[src/csl_pkg.sv]
// constants, types and decode table of the clock strap latch and select block
package csl_pkg;

   // ****************************************
   // register bus
   // ****************************************
   localparam int unsigned ADDR_W = 7;
   localparam int unsigned DATA_W = 8;

   localparam logic [6:0] REG_CTRL0   = 7'h00;
   localparam logic [6:0] REG_CTRL1   = 7'h01;
   localparam logic [6:0] REG_OE_HI   = 7'h03;
   localparam logic [6:0] REG_OE_LO   = 7'h04;
   localparam logic [6:0] REG_PIN_MAP = 7'h05;
   localparam logic [6:0] REG_MGMT    = 7'h0b;
   localparam logic [6:0] REG_ADDR    = 7'h0c;
   localparam logic [6:0] REG_STRAP   = 7'h0d;

   localparam logic [7:0] SLAVE_WR_ADDR = 8'hd2;
   localparam int unsigned CMD_BYTE_BIT = 7;

   // ****************************************
   // reset values
   // ****************************************
   localparam logic [7:0] RST_CTRL0   = 8'h01;
   localparam logic [7:0] RST_CTRL1   = 8'h03;
   localparam logic [7:0] RST_OE_HI   = 8'hff;
   localparam logic [7:0] RST_OE_LO   = 8'hfe;
   localparam logic [7:0] RST_PIN_MAP = 8'h00;
   localparam logic [7:0] RST_MGMT    = 8'h00;

   // ****************************************
   // field positions
   // ****************************************
   localparam int unsigned CTRL0_MGMT_EN   = 4;
   localparam int unsigned CTRL1_DISP_SEL  = 7;
   localparam int unsigned OE_LO_CPU0      = 2;
   localparam int unsigned OE_LO_CPU1      = 3;
   localparam int unsigned MAP_A_TO_2      = 0;
   localparam int unsigned MAP_B_TO_4      = 1;
   localparam int unsigned MAP_A_INPUT     = 2;
   localparam int unsigned MAP_B_INPUT     = 3;
   localparam int unsigned MAP_C7_INPUT    = 4;
   localparam int unsigned MGMT_LSB        = 2;

   // ****************************************
   // processor clock frequencies in MHz
   // ****************************************
   localparam logic [8:0] MHZ_100 = 9'h064;
   localparam logic [8:0] MHZ_133 = 9'h085;
   localparam logic [8:0] MHZ_166 = 9'h0a6;
   localparam logic [8:0] MHZ_200 = 9'h0c8;
   localparam logic [8:0] MHZ_266 = 9'h10a;
   localparam logic [8:0] MHZ_333 = 9'h14d;
   localparam logic [8:0] MHZ_400 = 9'h190;

   // synchronised pin inputs, in the order they are sampled
   typedef struct packed {
      logic       pg;
      logic [3:0] fs;
      logic       stop_strap;
      logic       dbg_strap;
      logic       test_level;
      logic       proc_stop_n;
      logic       periph_stop_n;
      logic       oe02_a_n;
      logic       oe02_b_n;
      logic       oe14_a_n;
      logic       oe14_b_n;
      logic       oe6_n;
      logic       oe8_n;
   } csl_pins_type;

   localparam int unsigned PINS_W = $bits(csl_pins_type);

   function automatic logic [8:0] csl_freq_mhz(input logic [2:0] sel);
      logic [8:0] f;
      f = MHZ_200;
      unique case (sel)
         3'h5: f = MHZ_100;
         3'h1: f = MHZ_133;
         3'h3: f = MHZ_166;
         3'h2: f = MHZ_200;
         3'h0: f = MHZ_266;
         3'h4: f = MHZ_333;
         3'h6: f = MHZ_400;
         3'h7: f = MHZ_200;
      endcase
      return f;
   endfunction

endpackage

[src/csl_strap_if.sv]
// interface carrying synchronised pins and latched straps
`timescale 1ns/10ps
interface csl_strap_if;
   csl_pkg::csl_pins_type pins;
   logic                  latched;
   logic [3:0]            fs_q;
   logic                  stop_q;
   logic                  dbg_q;
   logic                  test_q;

   modport latch (
      input  pins,
      output latched,
      output fs_q,
      output stop_q,
      output dbg_q,
      output test_q
   );

   modport user (
      output pins,
      input  latched,
      input  fs_q,
      input  stop_q,
      input  dbg_q,
      input  test_q
   );
endinterface

[src/csl_sync.sv]
// two flip-flop synchroniser for a vector of pin inputs
`timescale 1ns/10ps
module csl_sync #(
   parameter int unsigned W = 1
) (
   // clock and reset
   input  wire logic         clk_i,
   input  wire logic         srst_i,
   // pins
   input  wire logic [W-1:0] d_i,
   output logic      [W-1:0] q_o
);

   typedef struct packed {
      logic [W-1:0] s1;
      logic [W-1:0] s2;
   } csl_sync_type;

   csl_sync_type st;
   csl_sync_type next_st;

   always_comb begin
      next_st    = st;
      next_st.s1 = d_i;
      next_st.s2 = st.s1;
   end

   always_ff @(posedge clk_i) begin
      if (srst_i) begin
         st <= '0;
      end else begin
         st <= next_st;
      end
   end

   assign q_o = st.s2;

endmodule

[src/csl_strap_latch.sv]
// one-shot strap latch on the power-good strobe
`timescale 1ns/10ps
module csl_strap_latch (
   // clock and reset
   input  wire logic clk_i,
   input  wire logic srst_i,
   // straps
   csl_strap_if.latch sif
);

   typedef struct packed {
      logic       latched;
      logic [3:0] fs;
      logic       stop;
      logic       dbg;
      logic       test;
   } csl_latch_type;

   csl_latch_type st;
   csl_latch_type next_st;

   always_comb begin
      next_st = st;
      if (!st.latched && sif.pins.pg) begin
         // first high level takes every strap at once
         next_st.latched = 1'b1;
         next_st.fs      = sif.pins.fs;
         next_st.stop    = sif.pins.stop_strap;
         next_st.dbg     = sif.pins.dbg_strap;
         next_st.test    = sif.pins.test_level;
      end else if (st.latched && st.test && sif.pins.pg) begin
         // only test mode follows the select pins afterwards
         next_st.fs = sif.pins.fs;
      end
      // pin functions stay put until the next power-up
   end

   always_ff @(posedge clk_i) begin
      if (srst_i) begin
         st <= '0;
      end else begin
         st <= next_st;
      end
   end

   assign sif.latched = st.latched;
   assign sif.fs_q    = st.fs;
   assign sif.stop_q  = st.stop;
   assign sif.dbg_q   = st.dbg;
   assign sif.test_q  = st.test;

   property p_one_shot;
      @(posedge clk_i) disable iff (srst_i)
      st.latched && !st.test |=> $stable(st.fs) && $stable(st.stop)
                                 && $stable(st.dbg) && st.latched;
   endproperty
   a_one_shot: assert property (p_one_shot)
      else $error("latched straps changed outside test mode");

endmodule

[src/csl_top.sv]
// strap latching, frequency decode and output function select
`timescale 1ns/10ps
module csl_top (
   // clock and reset
   input  wire logic        clk_i,
   input  wire logic        srst_i,
   // register port
   input  wire logic [6:0]  addr_i,
   input  wire logic [7:0]  wdata_i,
   input  wire logic        we_i,
   input  wire logic        re_i,
   output logic      [7:0]  rdata_o,
   // strap and power pins
   input  wire logic        power_good_strobe_i,
   input  wire logic        freq_select_0_i,
   input  wire logic        freq_select_1_i,
   input  wire logic        freq_select_2_i,
   input  wire logic        freq_select_3_i,
   input  wire logic        stop_pin_strap_i,
   input  wire logic        debug_clock_strap_i,
   input  wire logic        test_select_high_i,
   // shared input pins
   input  wire logic        proc_stop_n_i,
   input  wire logic        periph_stop_n_i,
   input  wire logic        oe02_a_n_i,
   input  wire logic        oe02_b_n_i,
   input  wire logic        oe14_a_n_i,
   input  wire logic        oe14_b_n_i,
   input  wire logic        oe6_n_i,
   input  wire logic        oe8_n_i,
   // shared pin drive enables
   output logic             oe02_pins_drive_o,
   output logic             oe14_pins_drive_o,
   output logic             stop_pins_drive_o,
   output logic             clk7_pins_drive_o,
   // clock control
   output logic [8:0]       proc_freq_mhz_o,
   output logic [2:0]       proc_clk_en_o,
   output logic [11:0]      serial_ref_clock_en_o,
   output logic             pci_clk_en_o,
   output logic             display_96_clock_sel_o,
   output logic             proc_debug_clock_sel_o,
   output logic             power_down_o,
   output logic             straps_latched_o,
   output logic             test_tristate_o,
   output logic             test_ref_div_o
);

   // ****************************************
   // pin synchronisers and strap latch
   // ****************************************
   csl_strap_if sif ();

   logic [csl_pkg::PINS_W-1:0] pins_raw;
   logic [csl_pkg::PINS_W-1:0] pins_sync;

   assign pins_raw = {power_good_strobe_i, freq_select_3_i, freq_select_2_i,
                      freq_select_1_i, freq_select_0_i, stop_pin_strap_i,
                      debug_clock_strap_i, test_select_high_i, proc_stop_n_i,
                      periph_stop_n_i, oe02_a_n_i, oe02_b_n_i, oe14_a_n_i,
                      oe14_b_n_i, oe6_n_i, oe8_n_i};

   csl_sync #(
      .W (csl_pkg::PINS_W)
   ) u_sync (
      .clk_i  (clk_i),
      .srst_i (srst_i),
      .d_i    (pins_raw),
      .q_o    (pins_sync)
   );

   assign sif.pins = csl_pkg::csl_pins_type'(pins_sync);

   csl_strap_latch u_latch (
      .clk_i  (clk_i),
      .srst_i (srst_i),
      .sif    (sif)
   );

   // ****************************************
   // state
   // ****************************************
   typedef struct packed {
      logic [7:0]  ctrl0;
      logic [7:0]  ctrl1;
      logic [7:0]  oe_hi;
      logic [7:0]  oe_lo;
      logic [7:0]  pin_map;
      logic [7:0]  mgmt;
      logic [7:0]  rdata;
      logic [3:0]  pin_drive;
      logic [8:0]  mhz;
      logic [2:0]  proc_en;
      logic [11:0] src_en;
      logic        pci_en;
      logic        disp_sel;
      logic        dbg_sel;
      logic        pd;
      logic        tri_st;
      logic        ref_div;
   } csl_top_type;

   csl_top_type st;
   csl_top_type next_st;

   // ****************************************
   // next state
   // ****************************************
   always_comb begin
      logic       stop_in;
      logic       proc_stop;
      logic       periph_stop;
      logic       run;
      logic       mgmt_on;
      logic       a_in;
      logic       b_in;
      logic       c7_in;
      logic       a_gate;
      logic       b_gate;
      logic [7:0] rd;
      stop_in     = 1'b0;
      proc_stop   = 1'b0;
      periph_stop = 1'b0;
      run         = 1'b0;
      mgmt_on     = 1'b0;
      a_in        = 1'b0;
      b_in        = 1'b0;
      c7_in       = 1'b0;
      a_gate      = 1'b0;
      b_gate      = 1'b0;
      rd          = 8'h00;
      next_st     = st;

      // writes land at the byte offset of the command code
      if (we_i) begin
         unique case (addr_i)
            csl_pkg::REG_CTRL0: begin
               // management enable is sticky once set
               next_st.ctrl0 = wdata_i |
                  (st.ctrl0 & (8'h01 << csl_pkg::CTRL0_MGMT_EN));
            end
            csl_pkg::REG_CTRL1:   next_st.ctrl1   = wdata_i;
            csl_pkg::REG_OE_HI:   next_st.oe_hi   = wdata_i;
            csl_pkg::REG_OE_LO:   next_st.oe_lo   = wdata_i;
            csl_pkg::REG_PIN_MAP: next_st.pin_map = wdata_i;
            csl_pkg::REG_MGMT:    next_st.mgmt    = wdata_i;
            default: ;
         endcase
      end

      // read data stand for one cycle only
      unique case (addr_i)
         csl_pkg::REG_CTRL0: rd = {sif.fs_q[2], sif.fs_q[1], sif.fs_q[0],
                                   st.ctrl0[4:0]};
         csl_pkg::REG_CTRL1:   rd = st.ctrl1;
         csl_pkg::REG_OE_HI:   rd = st.oe_hi;
         csl_pkg::REG_OE_LO:   rd = st.oe_lo;
         csl_pkg::REG_PIN_MAP: rd = st.pin_map;
         csl_pkg::REG_MGMT:    rd = st.mgmt;
         csl_pkg::REG_ADDR:    rd = csl_pkg::SLAVE_WR_ADDR;
         csl_pkg::REG_STRAP:   rd = {sif.latched, sif.test_q, sif.stop_q,
                                     sif.dbg_q, sif.fs_q};
         default:              rd = 8'h00;
      endcase
      next_st.rdata = re_i ? rd : 8'h00;
      // stop pin function picked by the latched strap, mappable pins by the pin map register
      stop_in = sif.latched && !sif.stop_q;
      a_in    = st.pin_map[csl_pkg::MAP_A_INPUT];
      b_in    = st.pin_map[csl_pkg::MAP_B_INPUT];
      c7_in   = st.pin_map[csl_pkg::MAP_C7_INPUT];
      mgmt_on = st.ctrl0[csl_pkg::CTRL0_MGMT_EN];
      proc_stop   = stop_in && !sif.pins.proc_stop_n;
      periph_stop = stop_in && !sif.pins.periph_stop_n;
      // pin doubles as power-down request once latched
      next_st.pd = sif.latched && !sif.pins.pg;
      run = sif.latched && sif.pins.pg && !sif.test_q;
      next_st.mhz = csl_pkg::csl_freq_mhz(sif.fs_q[2:0]);
      // test mode: select-B pin picks tri-state or ref/N
      next_st.tri_st  = sif.test_q && !sif.pins.fs[1];
      next_st.ref_div = sif.test_q && sif.pins.fs[1];
      // processor clocks; clocks 1 and 2 follow management field while management enable is set, else oe_lo and oe_hi bits
      next_st.proc_en[0] = run && !proc_stop
                           && st.oe_lo[csl_pkg::OE_LO_CPU0];
      next_st.proc_en[1] = run && !proc_stop
                           && (mgmt_on ? st.mgmt[csl_pkg::MGMT_LSB]
                                       : st.oe_lo[csl_pkg::OE_LO_CPU1]);
      next_st.proc_en[2] = run && !proc_stop && sif.dbg_q
                           && (mgmt_on ? st.mgmt[csl_pkg::MGMT_LSB + 1]
                                       : st.oe_hi[4]);
      // mappable output-enable pins, enabled while low
      a_gate = a_in && (sif.pins.oe02_a_n || sif.pins.oe02_b_n);
      b_gate = b_in && (sif.pins.oe14_a_n || sif.pins.oe14_b_n);
      next_st.src_en = {st.oe_hi, st.oe_lo[7:4]};
      if (a_gate) begin
         next_st.src_en[st.pin_map[csl_pkg::MAP_A_TO_2] ? 2 : 0] = 1'b0;
      end
      if (b_gate) begin
         next_st.src_en[st.pin_map[csl_pkg::MAP_B_TO_4] ? 4 : 1] = 1'b0;
      end
      // group pins used as inputs lose clock 3
      if (a_in || b_in) begin
         next_st.src_en[3] = 1'b0;
      end
      // clock 5 exists only when the stop pins are outputs
      if (!sif.stop_q) begin
         next_st.src_en[5] = 1'b0;
      end
      // clock-7 pins as enables for clocks 6 and 8
      if (c7_in) begin
         next_st.src_en[7] = 1'b0;
         if (sif.pins.oe6_n) begin
            next_st.src_en[6] = 1'b0;
         end
         if (sif.pins.oe8_n) begin
            next_st.src_en[8] = 1'b0;
         end
      end
      // pair 8 belongs to the debug clock when strapped so
      if (sif.dbg_q) begin
         next_st.src_en[8] = 1'b0;
      end
      if (!run || periph_stop) begin
         next_st.src_en = 12'h000;
      end
      next_st.pci_en = run && !periph_stop;
      next_st.disp_sel = st.ctrl1[csl_pkg::CTRL1_DISP_SEL];
      next_st.dbg_sel  = sif.latched && sif.dbg_q;
      // drive enables of the shared pins; all released in test tri-state
      next_st.pin_drive[0] = !a_in;
      next_st.pin_drive[1] = !b_in;
      next_st.pin_drive[2] = sif.latched && sif.stop_q;
      next_st.pin_drive[3] = !c7_in;
      if (next_st.tri_st) begin
         next_st.pin_drive = 4'h0;
      end
   end

   // ****************************************
   // registers
   // ****************************************
   always_ff @(posedge clk_i) begin
      if (srst_i) begin
         // power-up defaults
         st         <= '0;
         st.ctrl0   <= csl_pkg::RST_CTRL0;
         st.ctrl1   <= csl_pkg::RST_CTRL1;
         st.oe_hi   <= csl_pkg::RST_OE_HI;
         st.oe_lo   <= csl_pkg::RST_OE_LO;
         st.pin_map <= csl_pkg::RST_PIN_MAP;
         st.mgmt    <= csl_pkg::RST_MGMT;
      end else begin
         // power-down leaves configuration untouched
         st <= next_st;
      end
   end

   assign rdata_o                = st.rdata;
   assign oe02_pins_drive_o      = st.pin_drive[0];
   assign oe14_pins_drive_o      = st.pin_drive[1];
   assign stop_pins_drive_o      = st.pin_drive[2];
   assign clk7_pins_drive_o      = st.pin_drive[3];
   assign proc_freq_mhz_o        = st.mhz;
   assign proc_clk_en_o          = st.proc_en;
   assign serial_ref_clock_en_o  = st.src_en;
   assign pci_clk_en_o           = st.pci_en;
   assign display_96_clock_sel_o = st.disp_sel;
   assign proc_debug_clock_sel_o = st.dbg_sel;
   assign power_down_o           = st.pd;
   assign straps_latched_o       = sif.latched;
   assign test_tristate_o        = st.tri_st;
   assign test_ref_div_o         = st.ref_div;

   // ****************************************
   // assertions
   // ****************************************
   property p_freq;
      @(posedge clk_i) disable iff (srst_i)
      sif.latched |=> proc_freq_mhz_o
                      == csl_pkg::csl_freq_mhz($past(sif.fs_q[2:0]));
   endproperty
   a_freq: assert property (p_freq)
      else $error("processor frequency does not match latched code");
   property p_pd;
      @(posedge clk_i) disable iff (srst_i)
      sif.latched && !sif.pins.pg |=> power_down_o && !pci_clk_en_o;
   endproperty
   a_pd: assert property (p_pd)
      else $error("power-down request not honoured");
   property p_stop_pins;
      @(posedge clk_i) disable iff (srst_i)
      sif.latched && !sif.test_q |=> stop_pins_drive_o == $past(sif.stop_q);
   endproperty
   a_stop_pins: assert property (p_stop_pins)
      else $error("stop pin function does not follow strap");
   property p_dbg;
      @(posedge clk_i) disable iff (srst_i)
      sif.latched && sif.dbg_q |=> !serial_ref_clock_en_o[8]
                                    && proc_debug_clock_sel_o;
   endproperty
   a_dbg: assert property (p_dbg)
      else $error("clock 8 driven while debug clock selected");
   property p_proc_stop;
      @(posedge clk_i) disable iff (srst_i)
      sif.latched && !sif.stop_q && !sif.pins.proc_stop_n
         |=> proc_clk_en_o == 3'h0;
   endproperty
   a_proc_stop: assert property (p_proc_stop)
      else $error("processor clocks run during processor stop");
   property p_periph_stop;
      @(posedge clk_i) disable iff (srst_i)
      sif.latched && !sif.stop_q && !sif.pins.periph_stop_n
         |=> !pci_clk_en_o && serial_ref_clock_en_o == 12'h000;
   endproperty
   a_periph_stop: assert property (p_periph_stop)
      else $error("peripheral clocks run during peripheral stop");
   property p_test;
      @(posedge clk_i) disable iff (srst_i)
      sif.test_q && !sif.pins.fs[1] |=> test_tristate_o && !test_ref_div_o
                                        && !clk7_pins_drive_o;
   endproperty
   a_test: assert property (p_test)
      else $error("test tri-state not applied");
   property p_disp;
      @(posedge clk_i) disable iff (srst_i)
      we_i && addr_i == csl_pkg::REG_CTRL1
         |-> ##2 display_96_clock_sel_o == $past(wdata_i[7], 2);
   endproperty
   a_disp: assert property (p_disp)
      else $error("display clock select not taken from write");
   property p_oe_map;
      @(posedge clk_i) disable iff (srst_i)
      st.pin_map[csl_pkg::MAP_A_INPUT] && !st.pin_map[csl_pkg::MAP_A_TO_2]
         && sif.pins.oe02_a_n |=> !serial_ref_clock_en_o[0];
   endproperty
   a_oe_map: assert property (p_oe_map)
      else $error("mapped enable pin did not gate clock 0");

endmodule

[config.mk]
export PLATFORM = sky130hd
export DESIGN_NAME = csl_top
export DESIGN_NICKNAME = d
export VERILOG_FILES = /design/src/csl_pkg.sv /design/src/csl_strap_if.sv /design/src/csl_sync.sv /design/src/csl_strap_latch.sv /design/src/csl_top.sv
export SDC_FILE = /design/constraint.sdc
export NUM_CORES = 1
export LEC_CHECK = 0
export BUFFER_PORTS_ARGS = -buffer_cell sky130_fd_sc_hd__buf_4
export CELL_PAD_IN_SITES_DETAIL_PLACEMENT = 1
export CELL_PAD_IN_SITES_GLOBAL_PLACEMENT = 1
export CORE_ASPECT_RATIO = 1.5
export CORE_MARGIN = 2
export CORE_UTILIZATION = 34
export DETAILED_ROUTE_END_ITERATION = 16
export PLACE_DENSITY = 0.65
export REMOVE_ABC_BUFFERS = 1
export SYNTH_ARGS = -nofsm -noshare
export SYNTH_HDL_FRONTEND = slang
export SYNTH_SLANG_ARGS = --single-unit
[constraint.sdc]
create_clock -name clk_i -period 2.41 [get_ports clk_i]
set_input_delay 0 -clock clk_i [delete_from_list [all_inputs] [get_ports clk_i]]
set_output_delay 0 -clock clk_i [all_outputs]
set_load 0.1 [all_outputs]
; ---- Word level (Yosys, flattened, before mapping)
; Memory sizes are Yosys's and may differ from the RTL's. A register that Yosys moved wholly into a read port is not among the register bits.
; Cells that the tools add are included.
[word_totals]
regBits = 118
mem_bits_ro = 72
output_inout_bits = 43
memories = 1
[classes]
order_cmp = 4
eq_ne = 7
n_mux = 16
n_bitwise = 7
n_reduce_logical = 55
[memory_table]
columns = name, words, word_bits, read_ports, rd_clocked_by_memory_dff, write_ports, line_no
row1 = (name not given), 8, 9, 1, 1, 0, csl_pkg.sv:79  ; unique case (sel)
[ops]
columns = operator, n
row1 = one-hot mux 8 bit (8 select lines), 1
row2 = bitwise AND 12 bit, 2
row3 = two-way mux 12 bit, 2
row4 = inverter 12 bit, 2
row5 = logical AND 1 bit, 23
row6 = "== test 7 x 4 -> 1 bit, second input constant", 3
row7 = "== test 7 x 3 -> 1 bit, second input constant", 2
row8 = logical NOT 1 bit, 13
row9 = AND reduction 2 bit, 6
row10 = OR reduction 3 bit, 4
row11 = demux 1 bit (select 4 bit), 2
row12 = two-way mux 4 bit, 2
row13 = "== test 7 x 1 -> 1 bit, second input constant", 1
row14 = "== test 7 x 2 -> 1 bit, second input constant", 1
row15 = logical NOT 7 bit, 1
row16 = two-way mux 1 bit, 6
row17 = two-way mux 3 bit, 2
row18 = OR reduction 2 bit, 3
row19 = "< comparator 2 x 5 -> 1 bit, second input constant", 1
row20 = "< comparator 3 x 5 -> 1 bit, second input constant", 1
row21 = OR 5 bit, 1
row22 = logical OR 1 bit, 4
row23 = ">= comparator 3 x 1 -> 1 bit, second input constant", 1
row24 = ">= comparator 2 x 1 -> 1 bit, second input constant", 1
row25 = other kinds (3), 4

; ---- Depth between registers and ports, before layout
[depth]
ltp_word = 12
ltp_mapped = 6
ltp_nobuf = 5

; ---- Cells and area by module
; From an unflattened synthesis, not the netlist that was laid out.
[unflattened]
cells_unflattened = 504
hier_area_um2 = 5002.3
[by_module_without_submodules]
columns = mod, instances, cells_each, area_each_um2, seq_area_each_um2
row1 = csl_top, 1, 405, 3799.9, 1741.7
row2 = csl_sync, 1, 67, 863.3, 640.6
row3 = csl_strap_latch, 1, 32, 339.1, 160.2

; ---- Worst setup path before layout
; No wires, ideal clock.
[synth_path]
path_kind = reg-to-reg
from = register u_latch.st, in the netlist u_latch.sif.latched
to = register st, in the netlist serial_ref_clock_en_o[8]
setup_time_ps = 115
t_arrival_ps = 2054
setup_slack_ps = 242
path_stages_with_launch = 5
n_path_buf = 0
period_less_slack_ps = 2168
path_cell_list = dfxtp_1 -> inv_1 -> nor4b_4 -> o21ai_2 -> a2111oi_0
[synth_via]
elab_chain_cells = 5
word_cells_on_any_way = 7
classes_between = reduce/logical (7)
[synth_lines]
columns = element, line_no
row1 = start: declaration, csl_strap_latch.sv:19  ; csl_latch_type st;
row2 = start signal: assignment, csl_strap_latch.sv:42  ; st <= next_st;
row3 = logical AND 1 bit (2 in series), csl_top.sv:176  ; run = sif.latched && sif.pins.pg && !sif.test_q;
row4 = logical NOT 1 bit, csl_top.sv:222  ; if (!run || periph_stop) begin
row5 = logical OR 1 bit *, csl_top.sv:222
row6 = OR reduction 3 bit (no source line) *, -
row7 = end signal: assignment, csl_top.sv:253  ; st <= next_st;
row8 = end: declaration, csl_top.sv:103  ; csl_top_type st;
; Every way passes the cells marked *; elsewhere a longest branch is shown, timed or not.
; A chain may end at the register's enable or synchronous reset.

; ---- Worst setup path after layout
[layout_path]
from = input addr_i[0]
to = register st[64] (netlist name)
[layout_via]
elab_chain_cells = 2
[layout_lines]
columns = element, line_no
row1 = start: declaration, csl_top.sv:8  ; input wire logic [6:0] addr_i,
row2 = == test 7 x 3 -> 1 bit, csl_top.sv:136  ; unique case (addr_i)
row3 = AND reduction 2 bit (no source line), -
; Every way passes these cells.

==> metrics.txt <==
outcome=finished, final reports clean; number of setup violations in the final report=0; Hold Fails Final Rpt=0; slack of the critical path=about 0.64 ns; Yosys reg bits=about 130; initial antenna violation count=0; Slew headroom=between 50% and 60%; async set-reset flop share out of synthesis=0%; RSZ-0062 raised after global routing=false; setup TNS=0 ns; post-synth top area share=between 50% and 60%; DR WL/cell=17.7 microns; WS Path Type=in -> reg; final wirelength=about 14 mm; Iter 0 DRT Violations=180; Clock Sink Count=around 130; total CTS buffers=17; Critical Path RT=~2.7 ns; Yosys top cell by area=dfxtp_1; Syn Std Cell Area=5030 sq um; Peak supply drop=~430 uV; # DRC=0; number of top-level pins=78; core area=about 15000 sq um; total grt overflow=0; Starting Density=34.6%; YS warnings=0; minimum clock period=around 1.8 ns; die area=15800 sq um; post-route clock period utilization=between 70 and 80%; Syn-to-layout area delta=27.2%; # diodes=0; vias=between 3000 and 4000; LEAKAGE=roughly 2.8 nW; global-route wire length before repair=~22 mm; Die Ht=approximately 150 microns; Via density=about 4.9; worst path arrival time=slightly above 2 ns; FP Rows=54; Synth Area per Inst=just over 10 sq um; Final Max Slew Viols=0; share of cells above drive strength 1=approximately 22%; DP Wirelength=approximately 9.6 mm; Final Core Density=roughly 44%; Routed Antenna Nets=0; CTS max path bufs=2; max_cap viols=0; Worst-Skew Late Latency=between 0.4 and 0.5 ns; drt first pass iters=4; input/output buffers=77; CP Max Fanout=20; gp weighted congestion=0.837; CTS clock-pin slew for the worst setup and hold paths=roughly 0.06 ns; PwrDens=804 nW/um^2; f_max=563 MHz; CP startpoint kind=input pin; fin nets=just over 600; Hold Crit Class=in -> reg; Post-synth EDFFs=0; Synth Flop Type=dfxtp_1; Mapped Cells=around 500; H-tree levels=4; pin count of the biggest net entering global routing=57; Die Wd=103 microns; root buf cell=clkbuf_16; CP endpoint kind=flip-flop; post-synthesis cell type count=54; Post-CTS Setup Inserts=0; clk_skew=around 0.014 ns; Seq/Total Area, Yosys=between 50% and 60%; largest cells by area after synthesis=dfxtp_1, mux2i_1, buf_4; GRT Overall Usage=a little under a fifth; CTS tree=done; vias in the first global route=around 4000; Slew @ Worst Pin=around 0.7 ns; dpl ws=between 0.7 and 0.8 ns
[final timing paths]
| check | from | endpoint | slack [ns] | depth (start not counted) |
|---|---|---|---|---|
| min | addr_i[1] | rdata_o[1] | 0.05 | 3 |
| min reg2reg | u_sync.next_st[3] | u_sync.q_o[3] | 0.44 | 1 |
| max | addr_i[0] | st[64] | 0.64 | 6 |
| max reg2reg | u_latch.sif.latched | serial_ref_clock_en_o[2] | 0.74 | 5 |
[where the power goes]
part	total [mW]	leakage [nW]	switching (mW)	internal, mW
Clock	2.64	0.285	1.00	1.64
Combinational	0.345	1.44	0.213	0.133
Sequential	2.15	1.03	0.0155	2.14
[flip-flops by register name, summed over array words and instances, names as in the netlist, 3 cells and up]
register               cells
proc_clk_en_o              3
proc_freq_mhz_o            9
rdata_o                    8
serial_ref_clock_en_o     12
st                        44
u_latch.sif.fs_q           4
u_sync.next_st            16
u_sync.q_o                16
[layout by cell type (no fill, tap or decap), drive strengths merged, types with 7 or more instances in the layout]
master / Yosys / routed
inv: 12 / 17
nand2: 32 / 32
clkbuf: 15 / 18
nand3: 15 / 15
o21ai: 11 / 11
nor2b: 38 / 38
buf: 40 / 82
and3: 7 / 7
dfxtp: 127 / 127
mux2i: 56 / 56
nor2: 58 / 58
dlygate4sd3: 0 / 27
a21oi: 9 / 9
[stage by stage]
step           hold WS (ns)  cell area [sq um]  instances  power (mW)
2_1_floorplan        0.0691               4660        441        2.35
3_3_place_gp          0.208               5520        719        2.50
3_5_place_dp          0.218               5520        719        2.51
4_1_cts              0.0330               6400        778        5.22
5_1_grt              0.0528               6400        778        5.33
6_report             0.0482               6400        778        5.14
[per-layer routing]
layer	routed length (microns)	vias up	part of all wire (%)	track usage, %
met5	0	-	0	0
met3	460	26	3.3	3.84
met4	470	0	3.4	8.77
li1	-	1807	-	-
met1	5570	1842	40	21.5
met2	7280	99	53	32.2
[area by class of cell]
cell class              instances  area, sq um
clock buffers                  18          429
clock inverters                14          181
repair buffers                109          886
fillers                      1596         8130
multi-input cells             302         2070
flip-flops and latches        127         2540
well taps                     196          245
inverters                      12         45.0
[logic make-up (layout without fill, tap and decap cells)]
group | Yosys count | after routing | synth area share (%)
buffers and inverters | 67 | 153 | 8.28
multiplexers | 59 | 59 | 11.8
AND/OR/NAND/NOR | 184 | 184 | 20.6
flip-flops | 127 | 127 | 50.5
AO/OA/AOI/OAI | 53 | 53 | 7.21
adder cells (fa/ha/maj) | 6 | 6 | 1.49
[what timing repair did]
item	CTS	global route
hold endpoints to repair	64	0
hold buffers	27	0
resized for setup	0	0
[critical path, cell delays in order]
cell	delay, ns
dlygate4sd3_1	0.54
buf_4	0.22
nor4b_4	0.64
nand2_1	0.40
nand2_1	0.17
nand3_1	0.08
[cells in the mapped netlist (2+ instances only)]
| cell | n |
|---|---|
| dfxtp_1 | 127 |
| nor2_1 | 57 |
| mux2i_1 | 56 |
| nor2b_1 | 38 |
| buf_4 | 33 |
| nand2_1 | 32 |
| nand3_1 | 15 |
| clkbuf_1 | 12 |
| inv_1 | 12 |
| a21oi_1 | 9 |
| o21ai_0 | 9 |
| ha_1 | 6 |
| o22ai_1 | 5 |
| a211o_1 | 4 |
| a211oi_1 | 4 |
| a22oi_1 | 4 |
| and2_1 | 4 |
| and3_1 | 4 |
| buf_2 | 4 |
| nor3_1 | 4 |
| a31oi_1 | 3 |
| and3_2 | 3 |
| and4_1 | 3 |
| mux2_2 | 3 |
| nand2b_1 | 3 |
| nor3b_1 | 3 |
| nor4b_4 | 3 |
| a221oi_1 | 2 |
| a22o_1 | 2 |
| buf_6 | 2 |
| clkbuf_8 | 2 |
| nand4_1 | 2 |
| nand4_4 | 2 |
| nor4b_1 | 2 |
| o211a_1 | 2 |
| o2bb2ai_1 | 2 |
Note: power is estimated with default switching activity, not from simulation.
